## src/rtl/iscp_defines.svh

```systemverilog
`ifndef ISCP_DEFINES_SVH
`define ISCP_DEFINES_SVH
`define ISCP_CH_BS     8'h08
`define ISCP_CH_CR     8'h0d
`define ISCP_CH_SP     8'h20
`define ISCP_CH_COMMA  8'h2c
`define ISCP_CH_GT     8'h3e
`define ISCP_LINE_LEN  80
`define ISCP_NRM_MAX   11
`define ISCP_FIFO_DEPTH 16
`define ISCP_LEN_W     7
`define ISCP_IDX_W     6
`define ISCP_E001_TXT  "E001 UNKNOWN COMMAND"
`define ISCP_E001_LEN  6'h14
`define ISCP_E002_TXT  "E002 INCORRECT NUMBER OF PARAMETERS"
`define ISCP_E002_LEN  6'h23
`define ISCP_TAIL_LEN  6'h02
`define ISCP_PROMPT_START 6'h01
`define ISCP_MAINT_WORD 88'h534552564943454d4f4445
`define ISCP_MAINT_WLEN 11
`define ISCP_TRIM_WORD  56'h42544f4d4f4445
`define ISCP_TRIM_WLEN  7
`endif

```

## src/rtl/iscp_pkg.sv

```systemverilog
package iscp_pkg;
  typedef enum logic [1:0] {
    ISCP_DG_CONFIG = 2'h0,
    ISCP_DG_TRIM   = 2'h1,
    ISCP_DG_ERROR  = 2'h2
  } iscp_dgram_t;
  typedef enum logic [1:0] {
    ISCP_MODE_NORMAL = 2'h0,
    ISCP_MODE_MAINT  = 2'h1,
    ISCP_MODE_TRIM   = 2'h3
  } iscp_mode_t;
  typedef enum logic [2:0] {
    ISCP_ST_IDLE   = 3'h0,
    ISCP_ST_ECHO   = 3'h1,
    ISCP_ST_DECODE = 3'h3,
    ISCP_ST_MSG    = 3'h2,
    ISCP_ST_LIST   = 3'h6
  } iscp_state_t;
  typedef enum logic [1:0] {
    ISCP_MSG_PROMPT = 2'h0,
    ISCP_MSG_E001   = 2'h1,
    ISCP_MSG_E002   = 2'h2
  } iscp_msg_t;
  typedef struct packed {
    logic        valid;
    iscp_dgram_t kind;
  } iscp_special_t;
  typedef struct packed {
    logic       valid;
    logic [7:0] letter;
    logic [6:0] len;
  } iscp_cmd_t;
endpackage

```

## src/rtl/iscp_fifo.sv

```systemverilog
`timescale 1ns/1ps
module iscp_fifo #(
  parameter int WIDTH = 8,
  parameter int DEPTH = 16
) (
  input  logic             clock_i,
  input  logic             sys_rst_i,
  input  logic             in_valid_i,
  input  logic [WIDTH-1:0] in_data_i,
  output logic             in_ready_o,
  output logic             out_valid_o,
  output logic [WIDTH-1:0] out_data_o,
  input  logic             out_ready_i
);
  localparam int AW = $clog2(DEPTH);
  logic [WIDTH-1:0] mem [DEPTH];
  logic [AW-1:0]    rd;
  logic [AW-1:0]    wr;
  logic [AW:0]      cnt;
  logic [AW-1:0]    next_rd;
  logic [AW-1:0]    next_wr;
  logic [AW:0]      next_cnt;
  logic             do_push;
  logic             do_pop;

  assign in_ready_o  = (cnt != DEPTH[AW:0]);
  assign out_valid_o = (cnt != '0);
  assign out_data_o  = mem[rd];

  always_comb begin
    do_push  = in_valid_i && in_ready_o;
    do_pop   = out_valid_o && out_ready_i;
    next_wr  = do_push ? wr + 1'b1 : wr;
    next_rd  = do_pop ? rd + 1'b1 : rd;
    next_cnt = cnt + {{AW{1'b0}}, do_push} - {{AW{1'b0}}, do_pop};
  end

  always_ff @(posedge clock_i) begin
    if (sys_rst_i) begin
      rd  <= '0;
      wr  <= '0;
      cnt <= '0;
    end else begin
      rd  <= next_rd;
      wr  <= next_wr;
      cnt <= next_cnt;
    end
    if (do_push) begin
      mem[wr] <= in_data_i;
    end
  end
endmodule

```

## src/rtl/iscp_top.sv

```systemverilog
// Behaviour
// - Config request sends one datagram next slot
// - Special datagram may span several slots
// - External trigger mode uses trigger as slot
// - Trim request sends one offset datagram
// - Error request sends accumulated error datagram
// - Clear errors after error datagram ends
// - Reset command pulses full unit reset
// - Maintenance entry waits for datagram end
// - Maintenance entry starts identification listing
// - Trim mode entry waits for datagram end
// - Maintenance letters lower case, exact match
// - Parser knows the fifteen maintenance letters
// - Ready prompt is CR then greater-than
// - Maintenance mode echoes every character
// - Decode only on carriage return
// - Maintenance back-space removes last char since CR
// - Line buffer holds eighty characters
// - Space then commas separate parameters
// - Errors reply E, number, space, text, CR
// - Normal mode: no echo, exact CR command
// - Clear errors after start-up and report
`timescale 1ns/1ps
`include "iscp_defines.svh"
module iscp_top
  import iscp_pkg::*;
#(
  parameter int LINE_LEN   = `ISCP_LINE_LEN,
  parameter int FIFO_DEPTH = `ISCP_FIFO_DEPTH
) (
  input  logic          clock_i,
  input  logic          sys_rst_i,
  input  logic          rx_valid_i,
  input  logic [7:0]    rx_data_i,
  output logic          rx_ready_o,
  output logic          tx_valid_o,
  output logic [7:0]    tx_data_o,
  input  logic          tx_ready_i,
  input  logic          slot_i,
  input  logic          ext_trig_mode_i,
  input  logic          ext_trig_i,
  input  logic          dgram_busy_i,
  input  logic          dgram_done_i,
  input  logic          startup_done_i,
  input  logic          listing_done_i,
  input  logic          maint_exit_i,
  input  logic          trim_exit_i,
  output iscp_special_t special_o,
  output iscp_mode_t    mode_o,
  output logic          unit_reset_o,
  output logic          err_clear_o,
  output logic          listing_start_o,
  output iscp_cmd_t     maint_cmd_o
);
  logic [7:0]            mem [LINE_LEN];
  iscp_state_t           state;
  iscp_state_t           next_state;
  iscp_mode_t            mode;
  iscp_mode_t            next_mode;
  logic                  pend_maint;
  logic                  next_pend_maint;
  logic                  pend_trim;
  logic                  next_pend_trim;
  logic [`ISCP_LEN_W-1:0] len;
  logic [`ISCP_LEN_W-1:0] next_len;
  logic [7:0]            rx_char;
  logic [7:0]            next_rx_char;
  iscp_msg_t             msg_sel;
  iscp_msg_t             next_msg_sel;
  logic [`ISCP_IDX_W-1:0] msg_idx;
  logic [`ISCP_IDX_W-1:0] next_msg_idx;
  iscp_special_t         spec_pend;
  iscp_special_t         next_spec_pend;
  logic                  spec_active;
  logic                  next_spec_active;
  iscp_dgram_t           spec_kind;
  iscp_dgram_t           next_spec_kind;
  iscp_special_t         next_special;
  iscp_cmd_t             next_cmd;
  logic                  next_unit_reset;
  logic                  next_err_clear;
  logic                  next_listing;
  logic                  next_rx_ready;
  logic                  next_tx_valid;
  logic [7:0]            next_tx_data;
  logic                  mem_we;
  logic                  push;
  logic [7:0]            push_data;
  logic                  in_ready;
  logic                  f_valid;
  logic [7:0]            f_data;
  logic                  pop;
  logic                  acc;
  logic                  slot;
  logic                  trig_meta;
  logic                  trig_sync;
  logic                  trig_prev;
  logic [87:0]           head;
  logic [7:0]            last_push;

  function automatic logic [5:0] msg_tlen(input iscp_msg_t s);
    case (s)
      ISCP_MSG_E001: msg_tlen = `ISCP_E001_LEN;
      ISCP_MSG_E002: msg_tlen = `ISCP_E002_LEN;
      default:       msg_tlen = '0;
    endcase
  endfunction

  // Error text, then CR ending the error line, then the CR '>' prompt
  function automatic logic [7:0] msg_byte(input iscp_msg_t s, input logic [5:0] i);
    logic [279:0] t;
    logic [5:0]   n;
    t = '0;
    n = msg_tlen(s);
    case (s)
      ISCP_MSG_E001: t = 280'(`ISCP_E001_TXT);
      ISCP_MSG_E002: t = 280'(`ISCP_E002_TXT);
      default:       t = '0;
    endcase
    if (i < n) begin
      msg_byte = t[8*(int'(n)-1-int'(i)) +: 8];
    end else if (i == n + `ISCP_TAIL_LEN) begin
      msg_byte = `ISCP_CH_GT;
    end else begin
      msg_byte = `ISCP_CH_CR;
    end
  endfunction

  function automatic logic word_hit(input logic [87:0] h, input logic [6:0] l,
                                    input logic [87:0] w, input int n);
    word_hit = (int'(l) == n) && ((h >> (8*(`ISCP_NRM_MAX-n))) == w);
  endfunction

  function automatic logic maint_known(input logic [7:0] c);
    case (c)
      "i", "a", "c", "d", "t", "r", "u", "f",
      "m", "g", "b", "s", "x", "z", "?": maint_known = 1'b1;
      default: maint_known = 1'b0;
    endcase
  endfunction

  iscp_fifo #(.WIDTH(8), .DEPTH(FIFO_DEPTH)) u_fifo (
    .clock_i     (clock_i),
    .sys_rst_i   (sys_rst_i),
    .in_valid_i  (push),
    .in_data_i   (push_data),
    .in_ready_o  (in_ready),
    .out_valid_o (f_valid),
    .out_data_o  (f_data),
    .out_ready_i (!tx_valid_o || tx_ready_i)
  );

  assign mode_o = mode;
  assign acc    = rx_valid_i && rx_ready_o;
  assign slot   = ext_trig_mode_i ? (trig_sync && !trig_prev) : slot_i;
  assign pop    = f_valid && (!tx_valid_o || tx_ready_i);

  always_comb begin
    for (int k = 0; k < `ISCP_NRM_MAX; k++) begin
      head[87-8*k -: 8] = mem[k];
    end
  end

  always_comb begin
    next_state       = state;
    next_mode        = mode;
    next_pend_maint  = pend_maint;
    next_pend_trim   = pend_trim;
    next_len         = len;
    next_rx_char     = rx_char;
    next_msg_sel     = msg_sel;
    next_msg_idx     = msg_idx;
    next_spec_pend   = spec_pend;
    next_spec_active = spec_active;
    next_spec_kind   = spec_kind;
    next_special     = '0;
    next_cmd         = '0;
    next_unit_reset  = 1'b0;
    next_err_clear   = startup_done_i;
    next_listing     = 1'b0;
    mem_we           = 1'b0;
    push             = 1'b0;
    push_data        = rx_char;
    // Busy special datagram swallows further slots until it ends
    if (spec_active && dgram_done_i) begin
      next_spec_active = 1'b0;
      if (spec_kind == ISCP_DG_ERROR) begin
        next_err_clear = 1'b1;
      end
    end else if (!spec_active && spec_pend.valid && slot) begin
      next_special         = spec_pend;
      next_spec_active     = 1'b1;
      next_spec_kind       = spec_pend.kind;
      next_spec_pend.valid = 1'b0;
    end
    if (mode == ISCP_MODE_MAINT && maint_exit_i) begin
      next_mode = ISCP_MODE_NORMAL;
    end
    if (mode == ISCP_MODE_TRIM && trim_exit_i) begin
      next_mode = ISCP_MODE_NORMAL;
    end
    case (state)
      ISCP_ST_IDLE: begin
        if (pend_maint && !dgram_busy_i) begin
          next_pend_maint = 1'b0;
          next_mode       = ISCP_MODE_MAINT;
          next_listing    = 1'b1;
          next_state      = ISCP_ST_LIST;
        end else if (pend_trim && !dgram_busy_i) begin
          next_pend_trim = 1'b0;
          next_mode      = ISCP_MODE_TRIM;
        end else if (acc) begin
          next_rx_char = rx_data_i;
          if (mode == ISCP_MODE_MAINT) begin
            next_state = ISCP_ST_ECHO;
            if (rx_data_i == `ISCP_CH_BS) begin
              if (len != '0) begin
                next_len = len - 1'b1;
              end
            end else if (rx_data_i != `ISCP_CH_CR && int'(len) < LINE_LEN) begin
              mem_we   = 1'b1;
              next_len = len + 1'b1;
            end
          end else if (mode == ISCP_MODE_NORMAL) begin
            if (rx_data_i == `ISCP_CH_CR) begin
              next_state = ISCP_ST_DECODE;
            end else if (int'(len) < LINE_LEN) begin
              mem_we   = 1'b1;
              next_len = len + 1'b1;
            end
          end
        end
      end
      ISCP_ST_ECHO: begin
        push = 1'b1;
        if (in_ready) begin
          next_state = (rx_char == `ISCP_CH_CR) ? ISCP_ST_DECODE : ISCP_ST_IDLE;
        end
      end
      ISCP_ST_DECODE: begin
        next_len = '0;
        if (mode == ISCP_MODE_MAINT) begin
          next_state   = ISCP_ST_MSG;
          next_msg_sel = ISCP_MSG_PROMPT;
          next_msg_idx = '0;
          if (len == '0) begin
            next_msg_idx = `ISCP_PROMPT_START;
          end else if (!maint_known(mem[0])) begin
            next_msg_sel = ISCP_MSG_E001;
          end else if (len > 7'h01 && mem[1] == `ISCP_CH_COMMA) begin
            next_msg_sel = ISCP_MSG_E002;
          end else if (len > 7'h01 && mem[1] != `ISCP_CH_SP) begin
            next_msg_sel = ISCP_MSG_E001;
          end else begin
            next_msg_idx = `ISCP_PROMPT_START;
            next_cmd     = '{valid: 1'b1, letter: mem[0], len: len};
            if (mem[0] == "i" && len == 7'h03 && mem[2] == "e") begin
              next_err_clear = 1'b1;
            end
          end
        end else begin
          next_state = ISCP_ST_IDLE;
          if (word_hit(head, len, 88'("C"), 1)) begin
            next_spec_pend = '{valid: 1'b1, kind: ISCP_DG_CONFIG};
          end else if (word_hit(head, len, 88'("T"), 1)) begin
            next_spec_pend = '{valid: 1'b1, kind: ISCP_DG_TRIM};
          end else if (word_hit(head, len, 88'("E"), 1)) begin
            next_spec_pend = '{valid: 1'b1, kind: ISCP_DG_ERROR};
          end else if (word_hit(head, len, 88'("R"), 1)) begin
            next_unit_reset = 1'b1;
          end else if (word_hit(head, len, 88'(`ISCP_MAINT_WORD), `ISCP_MAINT_WLEN)) begin
            next_pend_maint = 1'b1;
          end else if (word_hit(head, len, 88'(`ISCP_TRIM_WORD), `ISCP_TRIM_WLEN)) begin
            next_pend_trim = 1'b1;
          end
        end
      end
      ISCP_ST_MSG: begin
        push      = 1'b1;
        push_data = msg_byte(msg_sel, msg_idx);
        if (in_ready) begin
          if (msg_idx == msg_tlen(msg_sel) + `ISCP_TAIL_LEN) begin
            next_state = ISCP_ST_IDLE;
          end else begin
            next_msg_idx = msg_idx + 1'b1;
          end
        end
      end
      ISCP_ST_LIST: begin
        // The listing text itself comes from outside; prompt follows it
        if (listing_done_i) begin
          next_state   = ISCP_ST_MSG;
          next_msg_sel = ISCP_MSG_PROMPT;
          next_msg_idx = `ISCP_PROMPT_START;
        end
      end
      default: next_state = ISCP_ST_IDLE;
    endcase
    next_rx_ready = (next_state == ISCP_ST_IDLE) && !next_pend_maint && !next_pend_trim;
    next_tx_valid = tx_valid_o && !tx_ready_i;
    next_tx_data  = tx_data_o;
    if (pop) begin
      next_tx_valid = 1'b1;
      next_tx_data  = f_data;
    end
  end

  always_ff @(posedge clock_i) begin
    if (sys_rst_i) begin
      state           <= ISCP_ST_IDLE;
      mode            <= ISCP_MODE_NORMAL;
      pend_maint      <= 1'b0;
      pend_trim       <= 1'b0;
      len             <= '0;
      rx_char         <= 8'h00;
      msg_sel         <= ISCP_MSG_PROMPT;
      msg_idx         <= '0;
      spec_pend       <= '0;
      spec_active     <= 1'b0;
      spec_kind       <= ISCP_DG_CONFIG;
      special_o       <= '0;
      maint_cmd_o     <= '0;
      unit_reset_o    <= 1'b0;
      err_clear_o     <= 1'b0;
      listing_start_o <= 1'b0;
      rx_ready_o      <= 1'b0;
      tx_valid_o      <= 1'b0;
      tx_data_o       <= 8'h00;
      trig_meta       <= 1'b0;
      trig_sync       <= 1'b0;
      trig_prev       <= 1'b0;
      last_push       <= 8'h00;
    end else begin
      state           <= next_state;
      mode            <= next_mode;
      pend_maint      <= next_pend_maint;
      pend_trim       <= next_pend_trim;
      len             <= next_len;
      rx_char         <= next_rx_char;
      msg_sel         <= next_msg_sel;
      msg_idx         <= next_msg_idx;
      spec_pend       <= next_spec_pend;
      spec_active     <= next_spec_active;
      spec_kind       <= next_spec_kind;
      special_o       <= next_special;
      maint_cmd_o     <= next_cmd;
      unit_reset_o    <= next_unit_reset;
      err_clear_o     <= next_err_clear;
      listing_start_o <= next_listing;
      rx_ready_o      <= next_rx_ready;
      tx_valid_o      <= next_tx_valid;
      tx_data_o       <= next_tx_data;
      trig_meta       <= ext_trig_i;
      trig_sync       <= trig_meta;
      trig_prev       <= trig_sync;
      if (push && in_ready) begin
        last_push <= push_data;
      end
    end
    if (mem_we) begin
      mem[len] <= rx_data_i;
    end
  end
endmodule

```

## config.mk

```make
export PLATFORM = sky130hd
export DESIGN_NAME = iscp_top
export DESIGN_NICKNAME = d
export VERILOG_FILES = /design/src/rtl/iscp_pkg.sv /design/src/rtl/iscp_fifo.sv /design/src/rtl/iscp_top.sv
export VERILOG_INCLUDE_DIRS = /design/src /design/src/rtl
export SDC_FILE = /design/constraint.sdc
export NUM_CORES = 1
export LEC_CHECK = 0
export BUFFER_PORTS_ARGS = -buffer_cell sky130_fd_sc_hd__clkbuf_2
export CAP_MARGIN = 20
export CORE_MARGIN = 10
export CORE_UTILIZATION = 55
export CTS_BUF_LIST = sky130_fd_sc_hd__clkbuf_4
export DETAILED_ROUTE_END_ITERATION = 10
export PLACE_DENSITY = 0.72
export SLEW_MARGIN = 20
export SYNTH_ARGS = -nofsm -noshare
export SYNTH_HDL_FRONTEND = slang
export SYNTH_SLANG_ARGS = --single-unit
```

## constraint.sdc

```tcl
create_clock -name clock_i -period 6.95 [get_ports clock_i]
set_input_delay 1.39 -clock clock_i [delete_from_list [all_inputs] [get_ports clock_i]]
set_output_delay 1.39 -clock clock_i [all_outputs]
set_load 0.02 [all_outputs]
```

==> flow_metrics.py <==
metrics = {
    "routing": {
        "wl_per_cell_um": 20.4,
        "drc": 0,
        "drt_pass1_iterations": 7,
        "routed_wl_mm": 31.5,
        "postRouteAntennaNets": 0,
        "viasPerCell": 5.93,
        "drt_iter0_drc": 822,
        "num_vias": 9162,
    },
    "floorplan": {
        "dieArea_um2": 31000,
        "die_w_um": 176,
        "initial_core_util_pct": 55.6,
        "core_area_um2": 24100,
        "ios": 55,
        "rows": 57,
        "die_h_um": 176,
    },
    "final_layout": {
        "layout_common_cells": "edfxtp_1, clkbuf_4, nor2_1, dfxtp_1, nand2_1",
        "fillCellCount": 1929,
        "layout_commonest_cell": "edfxtp_1",
        "final_layout_size_suffix_gt1_share_pct": 21.6,
        "area_growth_pct": 12.8,
        "regArea_um2": 8170,
        "multi_input_area_um2": 4910,
        "fin_nets": 1201,
    },
    "placed_design": {
        "dpl.hpwl_mm": 20.8,
        "gp_congestion": 0.927,
        "io_buffers": 54,
    },
    "grt": {
        "overflow": 0,
        "grt_pass1_wl_mm": 50.0,
        "antenna_found_initial": 1,
        "first_global_vias": 9192,
        "grt_usage_pct": 20.4,
        "grt_max_degree": 65,
    },
    "critical_path": {
        "cp_cell_sequence": "inv_1 > ha_1 > inv_1 > ha_1 > o211ai_1 > o211a_1 > nand4b_1 > o41ai_1 > a31oi_1 > a311oi_2",
        "worst_path_largest_cell_delay_ps": 800,
        "crit_arrival_ps": 4750,
        "cp.buffers_inverters": 2,
        "critPathRequiredTime_ps": 7280,
        "cp-start-kind": "flop",
        "crit_type": "flop to flop",
        "worstSetupEndpointType": "flop",
        "critPathTopFamily": "compound AO/OA/AOI/OAI gates",
        "critPathMaxFanout": 16,
        "slowest_stage": "a311oi_2",
    },
    "timing": {
        "setup_tns_ps": 0,
        "min_period_over_period_pct": 63.5,
        "tightestPinTransition_ps": 1110,
        "max_slew_margin_pct": 25.8,
        "finalClockSkew_ps": 62.7,
        "setup_viol": 0,
        "fmax_mhz": 226,
        "rsz0062_at_grt": "false",
        "slew_violations": 0,
        "min_period_ps": 4420,
        "hold_viol": 0,
    },
    "synthesis": {
        "ys.flop_type": "edfxtp_1",
        "seq_area_frac_synth_pct": 61.0,
        "synth_edf_count": 216,
        "avgSynthCellArea_um2": 12.7,
        "async_flop_share_pct": 0,
        "netlist_instances": 1053,
        "synth-seq-cells": 300,
        "synth_cell_types": 79,
        "yosysWarnings": 0,
        "syn-cell-area_um2": 13400,
        "syn-num-nets": 1102,
    },
    "clocking": {
        "clk_pin_slew_ps": 70,
        "numClockSinks": 300,
        "cts_buffer_depth": 3,
        "cts-htree-levels": 3,
        "cts_resized": 0,
        "cts_tree": "built",
        "root_buffer": "clkbuf_4",
        "post_cts_buffers": 0,
        "clock_latency_ps": 700,
        "cts_made_buffers": 79,
        "hold_buffers": 0,
    },
    "pwr": {
        "cellPowerDensity_nw_per_um2": 281,
        "total_leakage_power_nw": 5.23,
        "ir_drop_mv": 0.241,
        "total_power_mw": 4.24,
    },
    "min_path": {
        "min-delay-path-class": "flop to flop",
    },
    "outcome": {
        "run_status": "completed",
    },
    "flow_run": {
        "drv_cap": 0,
    },
}
[synthesized netlist by cell type, drive strengths merged (5+ instances only)]
| library cell | count | area share, % |
|---|---|---|
| nand4 | 23 | 1.2 |
| edfxtp | 216 | 48 |
| xnor2 | 16 | 1.0 |
| nand3 | 21 | 0.78 |
| a21boi | 5 | 0.28 |
| a31oi | 7 | 0.33 |
| xor2 | 13 | 0.85 |
| a211oi | 10 | 0.56 |
| nor3 | 35 | 1.4 |
| a22oi | 6 | 0.34 |
| o21ai | 32 | 1.2 |
| mux2i | 17 | 1.3 |
| o21a | 8 | 0.45 |
| nor2 | 100 | 2.8 |
| nor4 | 15 | 0.70 |
| buf | 16 | 0.63 |
| nand2 | 77 | 2.2 |
| dfxtp | 84 | 13 |
| o211ai | 7 | 0.39 |
| and2 | 16 | 0.75 |
| inv | 34 | 0.95 |
| nor4b | 16 | 1.0 |
| mux4 | 40 | 6.7 |
| or3 | 10 | 0.47 |
| a21oi | 41 | 1.5 |
| nand2b | 17 | 0.79 |
| nor2b | 20 | 0.93 |
| ha | 27 | 2.5 |
| clkbuf | 35 | 0.98 |
[worst paths after layout]
| check | start | to | slack (ps) | cells past startpoint |
|---|---|---|---|---|
| hold / removal | trig_meta | trig_sync | 400 | 1 |
| hold reg to reg | trig_meta | trig_sync | 400 | 1 |
| setup / recovery | msg_sel[0] | u_fifo.mem[8][5] | 2530 | 10 |
| setup reg to reg | msg_sel[0] | u_fifo.mem[8][5] | 2530 | 10 |
[per-stage QoR]
stage                     area [µm²]  worst slack, ps  std cells  util, %  hold WS, ps
after floorplan                13400             3080       1053        -          414
after global placement         14000             2760       1395     58.1          422
after detailed placement       14000             2550       1395     58.1          427
after CTS                      15100             2580       1543     62.6          396
after global routing           15100             2150       1545     62.6          417
final                          15100             2530       1545     62.6          397
[per-layer routing]
| layer | up-vias | GRT usage [%] | share of wire [%] |
|---|---|---|---|
| met5 | - | 0 | 0 |
| met4 | 0 | 7.95 | 2.6 |
| met3 | 74 | 3.89 | 6.5 |
| met2 | 368 | 33.9 | 49 |
| met1 | 4445 | 26.0 | 42 |
| li1 | 4275 | - | - |
[report_power, final]
part	leakage (nW)	switching (mW)	internal, mW	total (mW)
logic	1.93	0.323	0.310	0.633
clock network	0.642	0.724	0.882	1.61
registers	2.65	0.0400	1.96	2.00
[cell type report]
cell class / instances / area share (%)
Sequential cell: 300 / 54.1
Multi-Input combinational cell: 668 / 32.5
Clock buffer: 121 / 6.02
Tap cell: 324 / 2.68
Timing Repair Buffer: 69 / 2.54
Clock inverter: 27 / 1.23
Inverter: 34 / 0.845
Antenna cell: 2 / 0.0331
[sequential cells by signal (all words and copies together) (netlist names), 5 cells and up]
| register | count |
|---|---|
| u_fifo.mem | 128 |
| mem | 88 |
| maint_cmd_o | 16 |
| rx_char | 8 |
| tx_data_o | 8 |
| len | 7 |
| msg_idx | 6 |
| u_fifo.cnt | 5 |
[logic make-up (layout without fill, tap and decap cells)]
logic type,after synthesis,count (layout),share of synthesized area (%)
adder cells (fa/ha/maj),28,28,2.67
multiplexers,59,59,8.17
buffers and inverters,85,251,2.56
AO/OA/AOI/OAI,168,168,8.49
AND/OR/NAND/NOR,383,383,15.2
other,1,3,0.0280
flip-flops,300,300,61.0
XOR/XNOR,29,29,1.90
(Power assumes the default switching activity.)
